**src/rsc_defines.vh**
```
// Constants for the regulator start-up and ramp control block
`ifndef RSC_DEFINES_VH
`define RSC_DEFINES_VH
// ----------------------------------------
// Register offsets
// ----------------------------------------
`define RSC_REG_PART_IDENTIFICATION   8'h04
`define RSC_REG_TCODE_HI  8'h12
`define RSC_REG_TCODE_LO  8'h13
`define RSC_REG_RAMP_CTL  8'h14
`define RSC_REG_BUS_CFG   8'h1a
`define RSC_REG_RDN_ARM   8'h1c
// ----------------------------------------
// Field positions
// ----------------------------------------
`define RSC_BIT_TCODE_MSB 0
`define RSC_BIT_RDN_REQ   2
`define RSC_BIT_RATE      3
`define RSC_BIT_BUS_LEVEL 1
`define RSC_BIT_RDN_ARM   3
// ----------------------------------------
// Reset and factory values
// ----------------------------------------
`define RSC_RST_REG       8'h00
`define RSC_RST_RAMP_CTL  8'h01
`define RSC_BASE_ADDR     8'h08
`define RSC_TCODE_DFLT    9'h0fa
`define RSC_OFFSET_MV     13'h0320
// ----------------------------------------
// Timing
// ----------------------------------------
`define RSC_CLK_NS        10
`define RSC_INIT_NS       20000
`define RSC_STEP_SLOW_NS  1000
`define RSC_STEP_FAST_NS  500
`endif

```
**src/rsc_i2c_slave.v**
```verilog
// I2C target: byte shifting, address match, register pointer and data strobes
module rsc_i2c_slave (
  // Clock and reset
  input  wire       clock_in,
  input  wire       rstn_in,
  // Control
  input  wire       en_in,
  input  wire [6:0] addr_in,
  // Bus pins
  input  wire       scl_in,
  input  wire       sda_in,
  output reg        sda_oe_out,
  // Register side
  output reg  [7:0] ptr_out,
  output reg        wr_stb_out,
  output reg  [7:0] wr_data_out,
  input  wire [7:0] rd_data_in
);
  // ----------------------------------------
  // States
  // ----------------------------------------
  localparam IDLE  = 3'd0;
  localparam ADDR  = 3'd1;
  localparam ACK_A = 3'd2;
  localparam WR    = 3'd3;
  localparam ACK_W = 3'd4;
  localparam RD    = 3'd5;
  localparam ACK_R = 3'd6;

  reg [2:0] scl_q;  // Sync stages and previous value
  reg [2:0] sda_q;  // Sync stages and previous value
  reg [2:0] st_q;   // Protocol state
  reg [3:0] cnt_q;  // Bits seen in the byte
  reg [7:0] sh_q;   // Shift register
  reg       rw_q;   // Read direction
  reg       first_q;// Next written byte is the pointer
  reg       nack_q; // Master refused the last read byte

  // Edges are taken from the second stage onward only
  wire rise  = scl_q[1] & ~scl_q[2];
  wire fall  = ~scl_q[1] & scl_q[2];
  wire start = scl_q[1] & sda_q[2] & ~sda_q[1];
  wire stop  = scl_q[1] & ~sda_q[2] & sda_q[1];

  // ----------------------------------------
  // Synchronisers
  // ----------------------------------------
  always @(posedge clock_in or negedge rstn_in) begin
    if (!rstn_in) begin
      scl_q <= 3'h7;
      sda_q <= 3'h7;
    end else begin
      scl_q <= {scl_q[1:0], scl_in};
      sda_q <= {sda_q[1:0], sda_in};
    end
  end

  // ----------------------------------------
  // Protocol engine
  // ----------------------------------------
  always @(posedge clock_in or negedge rstn_in) begin
    if (!rstn_in) begin
      st_q <= IDLE;
      cnt_q <= 4'h0;
      sh_q <= 8'h00;
      rw_q <= 1'b0;
      first_q <= 1'b0;
      nack_q <= 1'b0;
      sda_oe_out <= 1'b0;
      ptr_out <= 8'h00;
      wr_stb_out <= 1'b0;
      wr_data_out <= 8'h00;
    end else begin
      wr_stb_out <= 1'b0;
      // Bus is ignored until initialisation ends
      if (!en_in || stop) begin
        st_q <= IDLE;
        sda_oe_out <= 1'b0;
      end else if (start) begin
        // Start or repeated start
        st_q <= ADDR;
        cnt_q <= 4'h0;
        sda_oe_out <= 1'b0;
      end else if (rise) begin
        if (st_q == ACK_R) begin
          nack_q <= sda_q[1];
        end else begin
          if (st_q != RD) begin
            sh_q <= {sh_q[6:0], sda_q[1]};
          end
          cnt_q <= cnt_q + 4'h1;
        end
      end else if (fall) begin
        case (st_q)
          ADDR: begin
            if (cnt_q == 4'h8) begin
              if (sh_q[7:1] == addr_in) begin
                sda_oe_out <= 1'b1;
                rw_q <= sh_q[0];
                st_q <= ACK_A;
              end else begin
                st_q <= IDLE;
              end
            end
          end
          ACK_A: begin
            cnt_q <= 4'h0;
            first_q <= 1'b1;
            if (rw_q) begin
              // Read returns the pointed register
              sh_q <= rd_data_in;
              sda_oe_out <= ~rd_data_in[7];
              st_q <= RD;
            end else begin
              sda_oe_out <= 1'b0;
              st_q <= WR;
            end
          end
          WR: begin
            if (cnt_q == 4'h8) begin
              sda_oe_out <= 1'b1;
              st_q <= ACK_W;
              // First byte is the pointer, then data
              if (first_q) begin
                ptr_out <= sh_q;
              end else begin
                wr_stb_out <= 1'b1;
                wr_data_out <= sh_q;
              end
            end
          end
          ACK_W: begin
            sda_oe_out <= 1'b0;
            cnt_q <= 4'h0;
            st_q <= WR;
            first_q <= 1'b0;
            if (!first_q) begin
              ptr_out <= ptr_out + 8'h01;
            end
          end
          RD: begin
            if (cnt_q == 4'h8) begin
              sda_oe_out <= 1'b0;
              ptr_out <= ptr_out + 8'h01;
              st_q <= ACK_R;
            end else begin
              sda_oe_out <= ~sh_q[3'd7 - cnt_q[2:0]];
            end
          end
          ACK_R: begin
            cnt_q <= 4'h0;
            if (nack_q) begin
              st_q <= IDLE;
            end else begin
              sh_q <= rd_data_in;
              sda_oe_out <= ~rd_data_in[7];
              st_q <= RD;
            end
          end
          default: st_q <= IDLE;
        endcase
      end
    end
  end
endmodule // rsc_i2c_slave

```
**src/rsc_ramp_ctrl.v**
```verilog
// Start-up sequencing, registers, soft-start ramp and drive gating of a buck regulator
// How it works
// - Bus answers only once initialisation is done
// - Register 0x04 returns fixed part code
// - 0x1A bit 1 picks bus level
// - Stored base address defaults to 0x08
// - Strap offset 0 to 3 added
// - Lockout release loads memory, reads strap
// - Ramp starts after init and run
// - 0x14 bit 3 picks ramp rate
// - Nine-bit target from 0x12/0x13
// - Target is 0.8V plus code times 10mV
// - Faults stay active during ramp
// - Switches off until ramp exceeds output
// - Output ok waits for first pulse
// - Run low kills drivers and reference
// - Armed request ramps down, then off
// - Request 0x14 bit 2, arm 0x1C bit 3
// - Minimum pulses, on-time grows with output
`include "rsc_defines.vh"
module rsc_ramp_ctrl #(
  parameter [7:0] PART_IDENTIFICATION  = 8'h5a,  // Arbitrary value
  parameter       PERIOD   = 90,     // Switching period in cycles
  parameter       MIN_ON   = 4,      // Minimum high-side on-time
  parameter       INIT_CYC = `RSC_INIT_NS / `RSC_CLK_NS
) (
  // Clock and reset
  input  wire        clock_in,
  input  wire        rstn_in,
  // Supervisory pins
  input  wire        bias_ok_in,
  input  wire        run_in,
  input  wire [1:0]  strap_code_in,
  input  wire        ocp_fault_in,
  input  wire        ovp_fault_in,
  // Serial bus
  input  wire        scl_in,
  input  wire        sda_in,
  output wire        sda_out,
  output wire        sda_oe_out,
  // Output sense, same clock
  input  wire [12:0] vsense_mv_in,
  // Drive and status
  output reg         high_side_pulse_out,
  output reg         low_side_on_out,
  output reg  [12:0] ref_mv_out,
  output wire        output_ok_flag_out,
  output wire        output_ok_flag_oe_out,
  output wire        bus_level_out,
  output wire        ready_out
);
  // ----------------------------------------
  // Constants
  // ----------------------------------------
  // Clocks between one-millivolt reference steps, per rate
  localparam integer STEP_SLOW = `RSC_STEP_SLOW_NS / `RSC_CLK_NS;
  localparam integer STEP_FAST = `RSC_STEP_FAST_NS / `RSC_CLK_NS;

  // Init states
  localparam I_LOCK  = 2'd0;
  localparam I_LOAD  = 2'd1;
  localparam I_STRAP = 2'd2;
  localparam I_READY = 2'd3;

  // Ramp states
  localparam R_OFF  = 2'd0;
  localparam R_UP   = 2'd1;
  localparam R_ON   = 2'd2;
  localparam R_DOWN = 2'd3;

  // ----------------------------------------
  // Pin synchronisers
  // ----------------------------------------
  reg [5:0] sy1_q;  // First stage
  reg [5:0] sy2_q;  // Second stage

  // Every supervisory pin passes two flops before any logic reads it
  always @(posedge clock_in or negedge rstn_in) begin
    if (!rstn_in) begin
      sy1_q <= 6'h00;
      sy2_q <= 6'h00;
    end else begin
      sy1_q <= {bias_ok_in, run_in, strap_code_in, ocp_fault_in, ovp_fault_in};
      sy2_q <= sy1_q;
    end
  end

  // Synchronised pin levels
  wire bias_ok = sy2_q[5];
  wire run     = sy2_q[4];
  wire fault   = sy2_q[1] | sy2_q[0];

  // ----------------------------------------
  // Initialisation sequencer
  // ----------------------------------------
  reg [1:0]  ist_q;      // Init state
  reg [15:0] icnt_q;     // Memory load timer
  reg [7:0]  base_q;     // Stored base address
  reg [1:0]  strap_q;    // Captured address offset
  reg        load_stb_q; // Copy factory image this cycle

  // Lockout, memory load, strap capture, then ready
  always @(posedge clock_in or negedge rstn_in) begin
    if (!rstn_in) begin
      ist_q <= I_LOCK;
      icnt_q <= 16'h0000;
      base_q <= 8'h00;
      strap_q <= 2'h0;
      load_stb_q <= 1'b0;
    end else begin
      load_stb_q <= 1'b0;
      if (!bias_ok) begin
        // Back to reset whenever the bias supply drops
        ist_q <= I_LOCK;
      end else begin
        case (ist_q)
          I_LOCK: begin
            // Lockout released, start loading
            icnt_q <= 16'h0000;
            ist_q <= I_LOAD;
          end
          I_LOAD: begin
            if (icnt_q == INIT_CYC[15:0] - 16'h0001) begin
              base_q <= `RSC_BASE_ADDR;
              load_stb_q <= 1'b1;
              ist_q <= I_STRAP;
            end else begin
              icnt_q <= icnt_q + 16'h0001;
            end
          end
          I_STRAP: begin
            // Offset code from the address detector
            strap_q <= sy2_q[3:2];
            ist_q <= I_READY;
          end
          default: ist_q <= I_READY;
        endcase
      end
    end
  end

  // Bus answers and ramp may start from here on
  assign ready_out = (ist_q == I_READY);
  // Target address is base plus strap offset
  wire [7:0] bus_addr = base_q + {6'h00, strap_q};

  // ----------------------------------------
  // Serial target
  // ----------------------------------------
  // Pointer, write strobe and read data of the target
  wire [7:0] ptr;
  wire       wr_stb;
  wire [7:0] wr_data;
  reg  [7:0] rd_data;

  // Target is held idle until initialisation ends
  rsc_i2c_slave u_i2c (
    .clock_in    (clock_in),
    .rstn_in     (rstn_in),
    .en_in       (ready_out),
    .addr_in     (bus_addr[6:0]),
    .scl_in      (scl_in),
    .sda_in      (sda_in),
    .sda_oe_out  (sda_oe_out),
    .ptr_out     (ptr),
    .wr_stb_out  (wr_stb),
    .wr_data_out (wr_data),
    .rd_data_in  (rd_data)
  );
  assign sda_out = 1'b0;  // Open drain, only pulls low

  // ----------------------------------------
  // Register file
  // ----------------------------------------
  reg [7:0] thi_q;  // Target code upper
  reg [7:0] tlo_q;  // Target code lower
  reg [7:0] rct_q;  // Ramp control
  reg [7:0] bus_q;  // Bus level config
  reg [7:0] arm_q;  // Ramp-down arming

  wire [8:0] tcode_dflt = `RSC_TCODE_DFLT;  // Factory target code

  // Factory load has priority over a bus write in the same cycle
  always @(posedge clock_in or negedge rstn_in) begin
    if (!rstn_in) begin
      thi_q <= `RSC_RST_REG;
      tlo_q <= `RSC_RST_REG;
      rct_q <= `RSC_RST_RAMP_CTL;
      bus_q <= `RSC_RST_REG;
      arm_q <= `RSC_RST_REG;
    end else if (load_stb_q) begin
      // Memory image into working registers
      thi_q <= {7'h00, tcode_dflt[8]};
      tlo_q <= tcode_dflt[7:0];
    end else if (wr_stb) begin
      case (ptr)
        `RSC_REG_TCODE_HI: thi_q <= wr_data;
        `RSC_REG_TCODE_LO: tlo_q <= wr_data;
        `RSC_REG_RAMP_CTL: rct_q <= wr_data;
        `RSC_REG_BUS_CFG:  bus_q <= wr_data;
        `RSC_REG_RDN_ARM:  arm_q <= wr_data;
        default: ;
      endcase
    end
  end

  // Read mux, unmapped reads return zero
  always @* begin
    case (ptr)
      `RSC_REG_PART_IDENTIFICATION:  rd_data = PART_IDENTIFICATION;
      `RSC_REG_TCODE_HI: rd_data = thi_q;
      `RSC_REG_TCODE_LO: rd_data = tlo_q;
      `RSC_REG_RAMP_CTL: rd_data = rct_q;
      `RSC_REG_BUS_CFG:  rd_data = bus_q;
      `RSC_REG_RDN_ARM:  rd_data = arm_q;
      default:           rd_data = 8'h00;
    endcase
  end

  // Register fields
  assign bus_level_out = bus_q[`RSC_BIT_BUS_LEVEL];
  wire       fast   = rct_q[`RSC_BIT_RATE];
  wire       rdn    = rct_q[`RSC_BIT_RDN_REQ] & arm_q[`RSC_BIT_RDN_ARM];
  wire [8:0] tcode  = {thi_q[`RSC_BIT_TCODE_MSB], tlo_q};
  // Offset plus code times ten millivolts
  wire [12:0] tgt_mv = `RSC_OFFSET_MV + {1'b0, tcode, 3'h0} + {3'h0, tcode, 1'b0};

  // ----------------------------------------
  // Reference ramp
  // ----------------------------------------
  reg [1:0] rst_q;   // Ramp state
  reg [6:0] scnt_q;  // Step timer
  wire [6:0] step_len = fast ? STEP_FAST[6:0] : STEP_SLOW[6:0];
  wire       step     = (scnt_q == step_len - 7'h01);

  // One millivolt per step toward the target, or down to zero
  always @(posedge clock_in or negedge rstn_in) begin
    if (!rstn_in) begin
      rst_q <= R_OFF;
      scnt_q <= 7'h00;
      ref_mv_out <= 13'h0000;
    end else if (!run || !ready_out || fault) begin
      // Hard stop or fault: reference to zero now
      rst_q <= R_OFF;
      scnt_q <= 7'h00;
      ref_mv_out <= 13'h0000;
    end else begin
      scnt_q <= step ? 7'h00 : scnt_q + 7'h01;
      case (rst_q)
        R_OFF: begin
          // Start once ready and run, unless held stopped
          scnt_q <= 7'h00;
          if (!rdn) begin
            rst_q <= R_UP;
          end
        end
        R_UP, R_ON: begin
          if (rdn) begin
            rst_q <= R_DOWN;
          end else if (step && ref_mv_out < tgt_mv) begin
            ref_mv_out <= ref_mv_out + 13'h0001;
            rst_q <= R_UP;
          end else if (step && ref_mv_out > tgt_mv) begin
            ref_mv_out <= ref_mv_out - 13'h0001;
          end else if (ref_mv_out == tgt_mv) begin
            rst_q <= R_ON;
          end
        end
        R_DOWN: begin
          // Same rate down; drivers off at zero
          if (!rdn) begin
            rst_q <= R_UP;
          end else if (ref_mv_out == 13'h0000) begin
            rst_q <= R_OFF;
          end else if (step) begin
            ref_mv_out <= ref_mv_out - 13'h0001;
          end
        end
        default: rst_q <= R_OFF;
      endcase
    end
  end

  // ----------------------------------------
  // Drive gating and on-time control
  // ----------------------------------------
  reg [7:0] pcnt_q;   // Position in switching period
  reg [7:0] ton_q;    // High-side on-time
  reg       go_q;     // Pre-bias gate opened
  reg       first_q;  // First high-side pulse issued
  // Gates may only run while the ramp is live and no fault stands
  wire act = (rst_q != R_OFF) && !fault && run;

  // Period counter, on-time and gate outputs
  always @(posedge clock_in or negedge rstn_in) begin
    if (!rstn_in) begin
      pcnt_q <= 8'h00;
      ton_q <= MIN_ON[7:0];
      go_q <= 1'b0;
      first_q <= 1'b0;
      high_side_pulse_out <= 1'b0;
      low_side_on_out <= 1'b0;
    end else if (!act) begin
      // Both switches off
      pcnt_q <= 8'h00;
      ton_q <= MIN_ON[7:0];
      go_q <= 1'b0;
      first_q <= 1'b0;
      high_side_pulse_out <= 1'b0;
      low_side_on_out <= 1'b0;
    end else begin
      // Hold off until reference passes the output
      if (ref_mv_out > vsense_mv_in) begin
        go_q <= 1'b1;
      end
      pcnt_q <= (pcnt_q == PERIOD[7:0] - 8'h01) ? 8'h00 : pcnt_q + 8'h01;
      if (pcnt_q == 8'h00) begin
        // Grow on-time while output is below reference
        if (vsense_mv_in < ref_mv_out && ton_q < PERIOD[7:0] - 8'h02) begin
          ton_q <= ton_q + 8'h01;
        end else if (vsense_mv_in > ref_mv_out && ton_q > MIN_ON[7:0]) begin
          ton_q <= ton_q - 8'h01;
        end
      end
      // High side first, then complementary low side
      high_side_pulse_out <= go_q && (pcnt_q < ton_q);
      low_side_on_out <= go_q && first_q && (pcnt_q >= ton_q);
      if (go_q && pcnt_q < ton_q) begin
        first_q <= 1'b1;
      end
    end
  end

  // ----------------------------------------
  // Output ok, open drain pulling low when not ok
  // ----------------------------------------
  // Flag stays low until first pulse and target reached
  wire ok = first_q && (rst_q == R_ON);
  assign output_ok_flag_out = 1'b0;
  assign output_ok_flag_oe_out = ~ok;

endmodule // rsc_ramp_ctrl

```
**config.mk**
```make
export PLATFORM = sky130hd
export DESIGN_NAME = rsc_ramp_ctrl
export DESIGN_NICKNAME = d
export VERILOG_FILES = /design/src/rsc_i2c_slave.v /design/src/rsc_ramp_ctrl.v
export VERILOG_INCLUDE_DIRS = /design/src /design/src/src
export SDC_FILE = /design/constraint.sdc
export NUM_CORES = 1
export LEC_CHECK = 0
export BUFFER_PORTS_ARGS = -buffer_cell sky130_fd_sc_hd__buf_2
export CORE_MARGIN = 2
export CORE_UTILIZATION = 30
export CTS_CLUSTER_SIZE = 30
export DETAILED_ROUTE_END_ITERATION = 10
export GPL_TIMING_DRIVEN = 0
export PLACE_DENSITY = 0.52
export SETUP_SLACK_MARGIN = 0.4
export SYNTH_ARGS = -nofsm -noshare
export SYNTH_HDL_FRONTEND = slang
export SYNTH_HIERARCHICAL = 1
export SYNTH_SLANG_ARGS = --single-unit
```
**constraint.sdc**
```tcl
create_clock -name clock_in -period 9.3 [get_ports clock_in]
set_input_delay 0.465 -clock clock_in [delete_from_list [all_inputs] [get_ports clock_in]]
set_output_delay 0.465 -clock clock_in [all_outputs]
set_load 0.005 [all_outputs]
```
=== Yosys cells after proc, flatten, opt, wreduce, memory -nomap -nowiden ===
Index checks and enable logic that the tools add are counted.

* Register bits after elaboration: 158
* Latch bits: 0
* Bits in writable memories: 0
* Memory bits (read-only): 0
* Bits of input ports: 23
* Output and inout port bits: 21
* Memories: 0

* $add $sub $neg: 14
* $mul: 0
* Div/mod/pow operators: 0
* $lt $le $gt $ge: 10
* Eq/ne operators: 55
* Shift-type cells: 0
* Muxes and demuxes: 97
* Bitwise gates (word level): 20
* Reduce and logical (&&, ||, !) cells: 56

{| class="wikitable"
|+ Operator list
! kind !! number
|-
| 2-to-1 mux 8 bit || 22
|-
| 2-to-1 mux 13 bit || 7
|-
| one-hot mux 8 bit (6 select lines) || 1
|-
| equality test 8 x 5 -> 1 bit, second input constant || 5
|-
| greater-than comparator 13 bit || 3
|-
| one-hot mux 16 bit (2 select lines) || 1
|-
| != test 3 bit, second input constant || 10
|-
| 2-to-1 mux 7 bit || 4
|-
| 2-to-1 mux 1 bit || 27
|-
| 2-to-1 mux 3 bit || 9
|-
| less-than comparator 13 bit || 2
|-
| one-hot mux 13 bit (2 select lines) || 1
|-
| adder 8 x 1 -> 8 bit, second input constant || 3
|-
| one-hot mux 8 bit (3 select lines) || 1
|-
| 2-to-1 mux 2 bit || 11
|-
| AND reduction 7 bit || 3
|-
| 2-to-1 mux 4 bit || 5
|-
| one-hot mux 3 bit (6 select lines) || 1
|-
| nonzero test 3 bit || 6
|-
| adder 16 x 1 -> 16 bit, second input constant || 1
|-
| equality test 16 x 11 -> 1 bit, second input constant || 1
|-
| 2-to-1 mux 16 bit || 1
|-
| != test 4 x 1 -> 1 bit, second input constant || 4
|-
| one-hot mux 8 bit (2 select lines) || 1
|-
| other kinds (56) || 122
|}

=== Longest topological paths before layout ===
Gate-level depths: netlist (run 1).

* Depth after elaboration: 10
* Gate-level depth with buffers: 18
* Mapped depth without buffers: 17

=== Hierarchy ===
The synthesis (run 1) kept the hierarchy.

{| class="wikitable"
|+ Modules (own cells, without submodules)
! module !! instances !! cells an instance !! area an instance (µm²) !! sequential area each (µm²)
|-
| rsc_ramp_ctrl || 1 || 775 || 7334.5 || 2905.3
|-
| rsc_i2c_slave || 1 || 270 || 2444.8 || 1058.5
|}

=== Worst setup path before layout (run 1) ===
OpenSTA, ideal clock, no wires.

* Path kind: flip-flop to flip-flop
* Start: register tlo_q[2]
* End: register ref_mv_out[3]
* Arrival: 3860 ps
* Required time: 9172 ps
* Path slack: 5312 ps
* Stages on the path, launching flop included: 18
* Clock period less this slack: 3988 ps
* Path through: dfrtp_1 > inv_1 > ha_1 > inv_1 > ha_1 > a21o_1 > a21oi_1 > nor2b_1 > o21a_1 > o41a_1 > xnor2_1 > ha_1 > nand2_1 > o21ai_0 > a211oi_1 > a2111oi_0 > o21ai_1 > mux2_1

* Word-level cells in the longest chain between the ends: 8

{| class="wikitable"
|+ RTL lines
! what !! RTL line !! source
|-
| from (decl) || rsc_ramp_ctrl.v:176 || <nowiki>reg [7:0] tlo_q;</nowiki>
|-
| from (signal assigned) || rsc_ramp_ctrl.v:187 || <nowiki>tlo_q <= `RSC_RST_REG;</nowiki>
|-
| from (signal assigned) || rsc_ramp_ctrl.v:194 || <nowiki>tlo_q <= tcode_dflt[7:0];</nowiki>
|-
| from (signal assigned) || rsc_ramp_ctrl.v:198 || <nowiki>`RSC_REG_TCODE_LO: tlo_q <= wr_data;</nowiki>
|-
| adder 10 x 12 -> 13 bit (no source line) || n/a ||
|-
| adder 13 x 10 -> 13 bit (no source line) * || n/a ||
|-
| less-than comparator 13 bit || rsc_ramp_ctrl.v:260 || <nowiki>end else if (step && ref_mv_out < tgt_mv) begin</nowiki>
|-
| logical AND 1 bit || rsc_ramp_ctrl.v:260 ||
|-
| 2-to-1 mux 13 bit || rsc_ramp_ctrl.v:260 ||
|-
| 2-to-1 mux 13 bit || rsc_ramp_ctrl.v:258 || <nowiki>if (rdn) begin</nowiki>
|-
| one-hot mux 13 bit (2 select lines) || rsc_ramp_ctrl.v:249 || <nowiki>case (rst_q)</nowiki>
|-
| 2-to-1 mux 13 bit || rsc_ramp_ctrl.v:242 || <nowiki>end else if (!run || !ready_out || fault) begin</nowiki>
|-
| to (signal assigned) || rsc_ramp_ctrl.v:261 || <nowiki>ref_mv_out <= ref_mv_out + 13'h0001;</nowiki>
|-
| to (signal assigned) || rsc_ramp_ctrl.v:264 || <nowiki>ref_mv_out <= ref_mv_out - 13'h0001;</nowiki>
|-
| to (signal assigned) || rsc_ramp_ctrl.v:276 || <nowiki>ref_mv_out <= ref_mv_out - 13'h0001;</nowiki>
|-
| to (decl) || rsc_ramp_ctrl.v:46 || <nowiki>output reg [12:0] ref_mv_out,</nowiki>
|}

Mark *: on every way between the ends. The rest lies on a longest branch, timed or not. The select of a mux whose other input is x is not followed.
A chain may end at the register's enable or synchronous reset.

=== Worst setup path in the final report (run 1) ===
* Start: register tlo_q[4]
* End: register ref_mv_out[3]

The elaborated chain is that of the path after synthesis.

==> flow_metrics.env, run 1 <==
export IMPL_status="complete, no violations"
export IMPL_htree_levels=4
export IMPL_path_delay_family="compound AO/OA/AOI/OAI gates"
export IMPL_postCtsSetupBuffers=0
export IMPL_post_cts_resized=0
export IMPL_worst_setup_path_start_kind="register"
export IMPL_cts_tree="yes"
export IMPL_initial_core_util=0.3029
export IMPL_tns_ps=0
export IMPL_cp_buffers_inverters=2
export IMPL_max_cap_violations=0
export IMPL_grt_pass1_vias=7616
export IMPL_clockBufferDepth=2
export IMPL_peakVddDrop_v=0.0001133
export IMPL_place_hpwl_um=16920
export IMPL_worstPathArrival_ps=5110
export IMPL_die_area_um2=34060
export IMPL_core_rowCount=66
export IMPL_layout_cells_non_filler=1567
export IMPL_wire_per_inst_um=15.04
export IMPL_track_usage=0.1454
export IMPL_async_reset_ff_frac=1.000
export IMPL_grt_pass1_wl_um=39910
export IMPL_crit_chain="inv_1 > ha_1 > inv_1 > ha_1 > a21o_1 > a21oi_1 > nor2b_1 > o21a_1 > o41a_1 > xnor2_1 > ha_1 > nand2_1 > o21ai_0 > a211oi_1 > a2111oi_0 > o21ai_1 > mux2_1"
export IMPL_gp_congestion=0.8341
export IMPL_critical_path_most_common_cell="ha_1"
export IMPL_ys_seq_area_frac=0.4053
export IMPL_grt_overflow_total=0
export IMPL_vias_per_cell=4.980
export IMPL_max_freq_mhz=208.3
export IMPL_hp_class="input port to register"
export IMPL_cts_root_buf="clkbuf_16"
export IMPL_wl_um=23560
export IMPL_die_w_um=184.6
export IMPL_drtIter0Drc=525
export IMPL_syn_inst=1045
export IMPL_skew_ps=20.47
export IMPL_synth_distinct_cells=82
export IMPL_num_vias=7804
export IMPL_slew_violations=0
export IMPL_layout_commonest_cell="dfrtp_1"
export IMPL_first_pass_iters=5
export IMPL_cts_sinks=158
export IMPL_drc=0
export IMPL_slew_headroom=0.2970
export IMPL_core_um2=32290
export IMPL_ys_warn_count=6
export IMPL_synth_flop_cell="dfrtp_1"
export IMPL_syn_avg_cell_area_um2=9.358
export IMPL_antennaDiodeCount=0
export IMPL_grt_max_degree=116
export IMPL_io_pins=44
export IMPL_antenna_found_initial=0
export IMPL_numCtsBuffers=17
export IMPL_fin_crit_sh=0.5162
export IMPL_p_per_area_nw_per_um2=129.2
export IMPL_synth_seq_cells=158
export IMPL_final_area_um2=11170
export IMPL_clkLatencyLatePin_ps=440
export IMPL_port_buffers=41
export IMPL_synth_top_area_frac=0.3838
export IMPL_dp_cells=1534
export IMPL_slowest_stage="a211oi_1"
export IMPL_dp_slack_ps=4574
export IMPL_final_setup_worst_slack_ps=4499
export IMPL_synth_top_cell_by_area="dfrtp_1"
export IMPL_setup_viol=0
export IMPL_die_h_um=184.6
export IMPL_crit_path_max_incr_delay_ps=940
export IMPL_layout_drive_gt1_share=0.1307
export IMPL_hold_viol=0
export IMPL_cts_clk_slew_worst_paths_ps=80
export IMPL_p_leak_nw=4.986
export IMPL_syn_area_um2=9779
export IMPL_crit_fanout=10
export IMPL_layout_common_cells="150 x dfrtp_1, 138 x nand2_1, 78 x nor2_1, 69 x ha_1, 59 x inv_1"
export IMPL_placed_area_um2=10590
export IMPL_finalNetCount=1206
export IMPL_post_route_min_period_ps=4801
export IMPL_power_mw=1.443
export IMPL_rsz0062_at_grt="false"
export IMPL_synth_edf_count=0
export IMPL_area_delta_synth_final_pct=14.25
export IMPL_crit_type="register to register"
export IMPL_worst_pin_slew_ps=1048
export IMPL_critPathCaptureType="register"
export IMPL_yosys_top_cells_area="dfrtp_1 38%, ha_1 8.8%, nand2_1 5.3%"
export IMPL_drtAntennaViolNets=0
export IMPL_critPathRequiredTime_ps=9600
[cell usage after synthesis, drive strengths merged, types with 7 or more instances]
master  count
nor4       15
a222oi      8
a21oi      59
nor2       79
o21ai      45
buf        11
and3       13
dfstp       8
xnor2      17
o21a        7
dfrtp     150
nand2     138
nand3      54
nor3       24
ha         69
nand4      18
xor2       26
mux2       33
nand3b     10
clkbuf     27
inv        59
a21o        8
or3        10
nand2b     11
nor2b      15
mux2i      34
[final cells by class]
cell class	instances	area, um^2
clock inverter	13	126.4
tap	442	553.0
timing repair buffer	43	252.7
clock buffer	19	442.9
inverter	59	221.5
sequential	158	3964
multi-input combinational	795	5429
buffer	38	183.9
fill	3283	21120
[flip-flops by register name (all words and copies together), names as in the netlist, 4 cells and up]
signal and flops:
bus_q 8, ref_mv_out 13, pcnt_q 8, sy2_q 6, sy1_q 6, thi_q 8
u_i2c/sh_q 8, u_i2c/wr_data_out 8, u_i2c/ptr_out 8, tlo_q 8, scnt_q 7, u_i2c/cnt_q 4
rct_q 8, icnt_q 16, ton_q 8, arm_q 8
[where the power goes]
part           switching [mW]  internal, mW  total (mW)
Sequential            0.00472         0.694       0.699
Clock                   0.324         0.361       0.685
Combinational          0.0376        0.0217      0.0592
[layer usage]
| metal | up-vias | track usage | wire [um] |
|---|---|---|---|
| met1 | 3778 | 0.2092 | 11910 |
| met5 | - | 0 | 0 |
| met2 | 129 | 0.2233 | 10580 |
| met3 | 28 | 0.02351 | 725 |
| li1 | 3869 | - | - |
| met4 | 0 | 0.04384 | 354 |
[path summary, 6_finish.rpt]
kind / from / end / slack [ps] / cells past startpoint
max: tlo_q[4] / ref_mv_out[3] / 4500 / 17
min: scl_in / u_i2c/scl_q[0] / 130 / 1
max reg2reg: tlo_q[4] / ref_mv_out[3] / 4500 / 17
min reg2reg: sy1_q[5] / sy2_q[5] / 350 / 0
max in group asynchronous: rstn_in / sy2_q[0] / 7850 / 3
min in group asynchronous: rstn_in / bus_q[1] / 520 / 2
[through the flow]
step | util | hold WS (ps)
after floorplan | - | 169.4
after global placement | 0.3269 | 332.7
after detailed placement | 0.3281 | 336.2
after CTS | 0.3460 | 106.3
after global routing | 0.3460 | 105.2
final | 0.3460 | 131.8
[cells by family after synthesis]
group | Yosys count | synth area share
AO/OA/AOI/OAI | 185 | 0.1291
XOR/XNOR | 43 | 0.03851
flip-flops | 158 | 0.4053
buffers and inverters | 97 | 0.04145
multiplexers | 67 | 0.07280
AND/OR/NAND/NOR | 423 | 0.2201
other | 1 | 0.0003835
adder cells (fa/ha/maj) | 71 | 0.09237
[repair_timing]
item	CTS	global route
hold buffers	1	0
endpoints found under the setup margin	0	0
endpoints found under the hold margin	43	0
(Power assumes the default switching activity.)
==> inputs of run 2 (changes only) <==
--- a/config.mk
+++ b/config.mk
@@ -12,7 +12,7 @@
 export CTS_CLUSTER_SIZE = 30
 export DETAILED_ROUTE_END_ITERATION = 10
 export GPL_TIMING_DRIVEN = 0
-export PLACE_DENSITY = 0.52
+export PLACE_DENSITY = 0.53
 export SETUP_SLACK_MARGIN = 0.4
 export SYNTH_ARGS = -nofsm -noshare
 export SYNTH_HDL_FRONTEND = slang
==> constraint.sdc (replaced) <==
create_clock -name clock_in -period 3.9 [get_ports clock_in]
set_input_delay 0.195 -clock clock_in [delete_from_list [all_inputs] [get_ports clock_in]]
set_output_delay 0.195 -clock clock_in [all_outputs]
set_load 0.005 [all_outputs]
==> flow_metrics.env, run 2 (synthesis results as in run 1) <==
export IMPL_num_fill_cells=3232
export IMPL_met2_usage=0.2402
export IMPL_busiest_layer="met2"
export IMPL_layout_common_cells="137 x dfrtp_1, 136 x nand2_1, 76 x nor2_1, 61 x ha_1, 55 x inv_1"
export IMPL_initial_core_util=0.3029
export IMPL_multi_input_area_um2=5803
export IMPL_regMostFlops="icnt_q"
export IMPL_clockBufferDepth=2
export IMPL_antennaDiodeCount=0
export IMPL_cts_sinks=158
export IMPL_num_vias=8004
export IMPL_tns_ps=0
export IMPL_drtIter0Drc=526
export IMPL_gp_congestion=0.8402
export IMPL_die_h_um=184.6
export IMPL_holdWs_ps=242.3
export IMPL_die_area_um2=34060
export IMPL_crit_path_max_incr_delay_ps=450
export IMPL_wire_per_inst_um=15.02
export IMPL_drc=0
export IMPL_layout_drive_gt1_share=0.2072
export IMPL_dp_cells=1534
export IMPL_p_comb_frac=0.043
export IMPL_crit_fanout=5
export IMPL_worst_pin_slew_ps=830.0
export IMPL_sw_frac_of_total=0.2544
export IMPL_core_um2=32290
export IMPL_place_hpwl_um=16870
export IMPL_largest_reg_flops=16
export IMPL_cts_clk_slew_worst_paths_ps=80
export IMPL_numCtsBuffers=17
export IMPL_fin_crit_sh=0.9803
export IMPL_vias_per_cell=4.987
export IMPL_cts_root_buf="clkbuf_16"
export IMPL_ff2ff_path_depth=17
export IMPL_layout_commonest_cell="dfrtp_1"
export IMPL_critPathCaptureType="register"
export IMPL_worstPathArrival_ps=4140
export IMPL_p_switching_mw=0.8965
export IMPL_internal_power_mw=2.628
export IMPL_io_pins=44
export IMPL_seqPwrFrac=0.473
export IMPL_register_area_um2=3980
export IMPL_area_delta_synth_final_pct=22.26
export IMPL_grt_max_degree=116
export IMPL_slew_headroom=0.4420
export IMPL_drtAntennaViolNets=0
export IMPL_worst_setup_path_start_kind="register"
export IMPL_port_buffers=41
export IMPL_met1_usage=0.2018
export IMPL_use_met3=0.02450
export IMPL_finalNetCount=1244
export IMPL_rsz0062_at_grt="true"
export IMPL_crit_chain="ha_4 > ha_4 > inv_2 > fa_2 > nor2b_1 > o21ai_1 > nand2b_1 > a21o_1 > a21o_1 > xnor2_1 > ha_1 > a21oi_1 > o21ai_2 > a211o_4 > nor4_4 > o21ai_4 > mux2_4"
export IMPL_wl_um=24100
export IMPL_die_w_um=184.6
export IMPL_first_pass_iters=5
export IMPL_crit_type="register to register"
export IMPL_grt_pass1_vias=7930
export IMPL_critPathRequiredTime_ps=4220
export IMPL_p_per_area_nw_per_um2=294.7
export IMPL_htree_levels=4
export IMPL_hp_class="input port to asynchronous set/reset pin"
export IMPL_post_route_min_period_ps=3823
export IMPL_hold_viol=0
export IMPL_cts_tree="yes"
export IMPL_clkLatencyLatePin_ps=450
export IMPL_slowest_stage="dfrtp_2"
export IMPL_p_leak_nw=5.241
export IMPL_slew_violations=0
export IMPL_grt_pass1_wl_um=40520
export IMPL_status="complete, no violations"
export IMPL_grt_overflow_total=0
export IMPL_clkPwrFrac=0.484
export IMPL_top_regs="icnt_q x16, ref_mv_out x13"
export IMPL_track_usage=0.1481
export IMPL_core_rowCount=66
export IMPL_max_freq_mhz=261.6
export IMPL_power_mw=3.524
export IMPL_layout_cells_non_filler=1605
export IMPL_antenna_found_initial=0
export IMPL_setup_viol=0
export IMPL_peakVddDrop_v=0.0002898
export IMPL_skew_ps=17.41
export IMPL_max_cap_violations=0
==> run 2: cell types whose count changed in the layout (fill, tap and decap cells not counted), sizes merged <==
cell and delta:
bufinv +1, clkinv -1, dlygate4sd3 +8, clkinvlp -2, inv +4, buf +32, clkbuf -4
==> run 2: critical path, delay by kind of cell (launching register included) <==
| family | cells | cell delay (ps) |
|---|---|---|
| fa+ha+maj | 4 | 1060 |
| buf+inv | 1 | 40 |
| mux | 1 | 300 |
| xor+xnor | 1 | 130 |
| flops | 1 | 450 |
| simple gates | 3 | 500 |
| compound gates | 7 | 1230 |
==> run 2: final timing paths <==
check,start,slack [ps],end
min in group clock_in,sy1_q[1],350,sy2_q[1]
worst min register to register,sy1_q[1],350,sy2_q[1]
worst min-delay path,rstn_in,240,tlo_q[7]
max in group asynchronous,rstn_in,2710,ref_mv_out[3]
worst max-delay path,tlo_q[1],80,ref_mv_out[4]
worst max register to register,tlo_q[1],80,ref_mv_out[4]
==> run 2: through the flow <==
step,cell area [um^2],setup slack (ps),util
floorplan,9893,247.1,-
global placement,10650,-319.7,0.3299
detailed placement,10690,-317.8,0.3310
CTS,11710,53.78,0.3627
global route,11960,-87.02,0.3703
finish,11960,77.01,0.3703
==> run 2: layer usage <==
metal / vias up / wire length, um
met4: 0 / 361
met3: 35 / 785
met2: 146 / 11150
li1: 3938 / -
met5: - / 0
met1: 3885 / 11810
==> run 2: power groups by stage <==
stage          sequential [mW]  combinational (mW)  clock, mW
6_report                  1.67               0.152       1.71
3_3_place_gp              1.70               0.138          0
5_1_grt                   1.67               0.175       1.83
4_1_cts                   1.67               0.154       1.75
2_1_floorplan             1.69              0.0762          0
3_5_place_dp              1.70               0.144          0
==> run 2: final cells by class <==
| cell class | instances | area share |
|---|---|---|
| Tap cell | 442 | 0.04625 |
| Sequential cell | 158 | 0.3329 |
| Inverter | 59 | 0.01852 |
| Multi-Input combinational cell | 795 | 0.4853 |
| Buffer | 38 | 0.01748 |
| Clock inverter | 15 | 0.01360 |
| Timing Repair Buffer | 81 | 0.05033 |
| Clock buffer | 17 | 0.03558 |
==> run 2: repair_timing <==
| item | CTS | global route |
|---|---|---|
| buffers inserted | 20 | 9 |
| hold buffers | 9 | 0 |
| pin swaps | 17 | 21 |
| gates cloned | 0 | 1 |
| endpoints found under the setup margin | 19 | 20 |
| gates resized for setup | 36 | 43 |
| endpoints found under the hold margin | 51 | 0 |
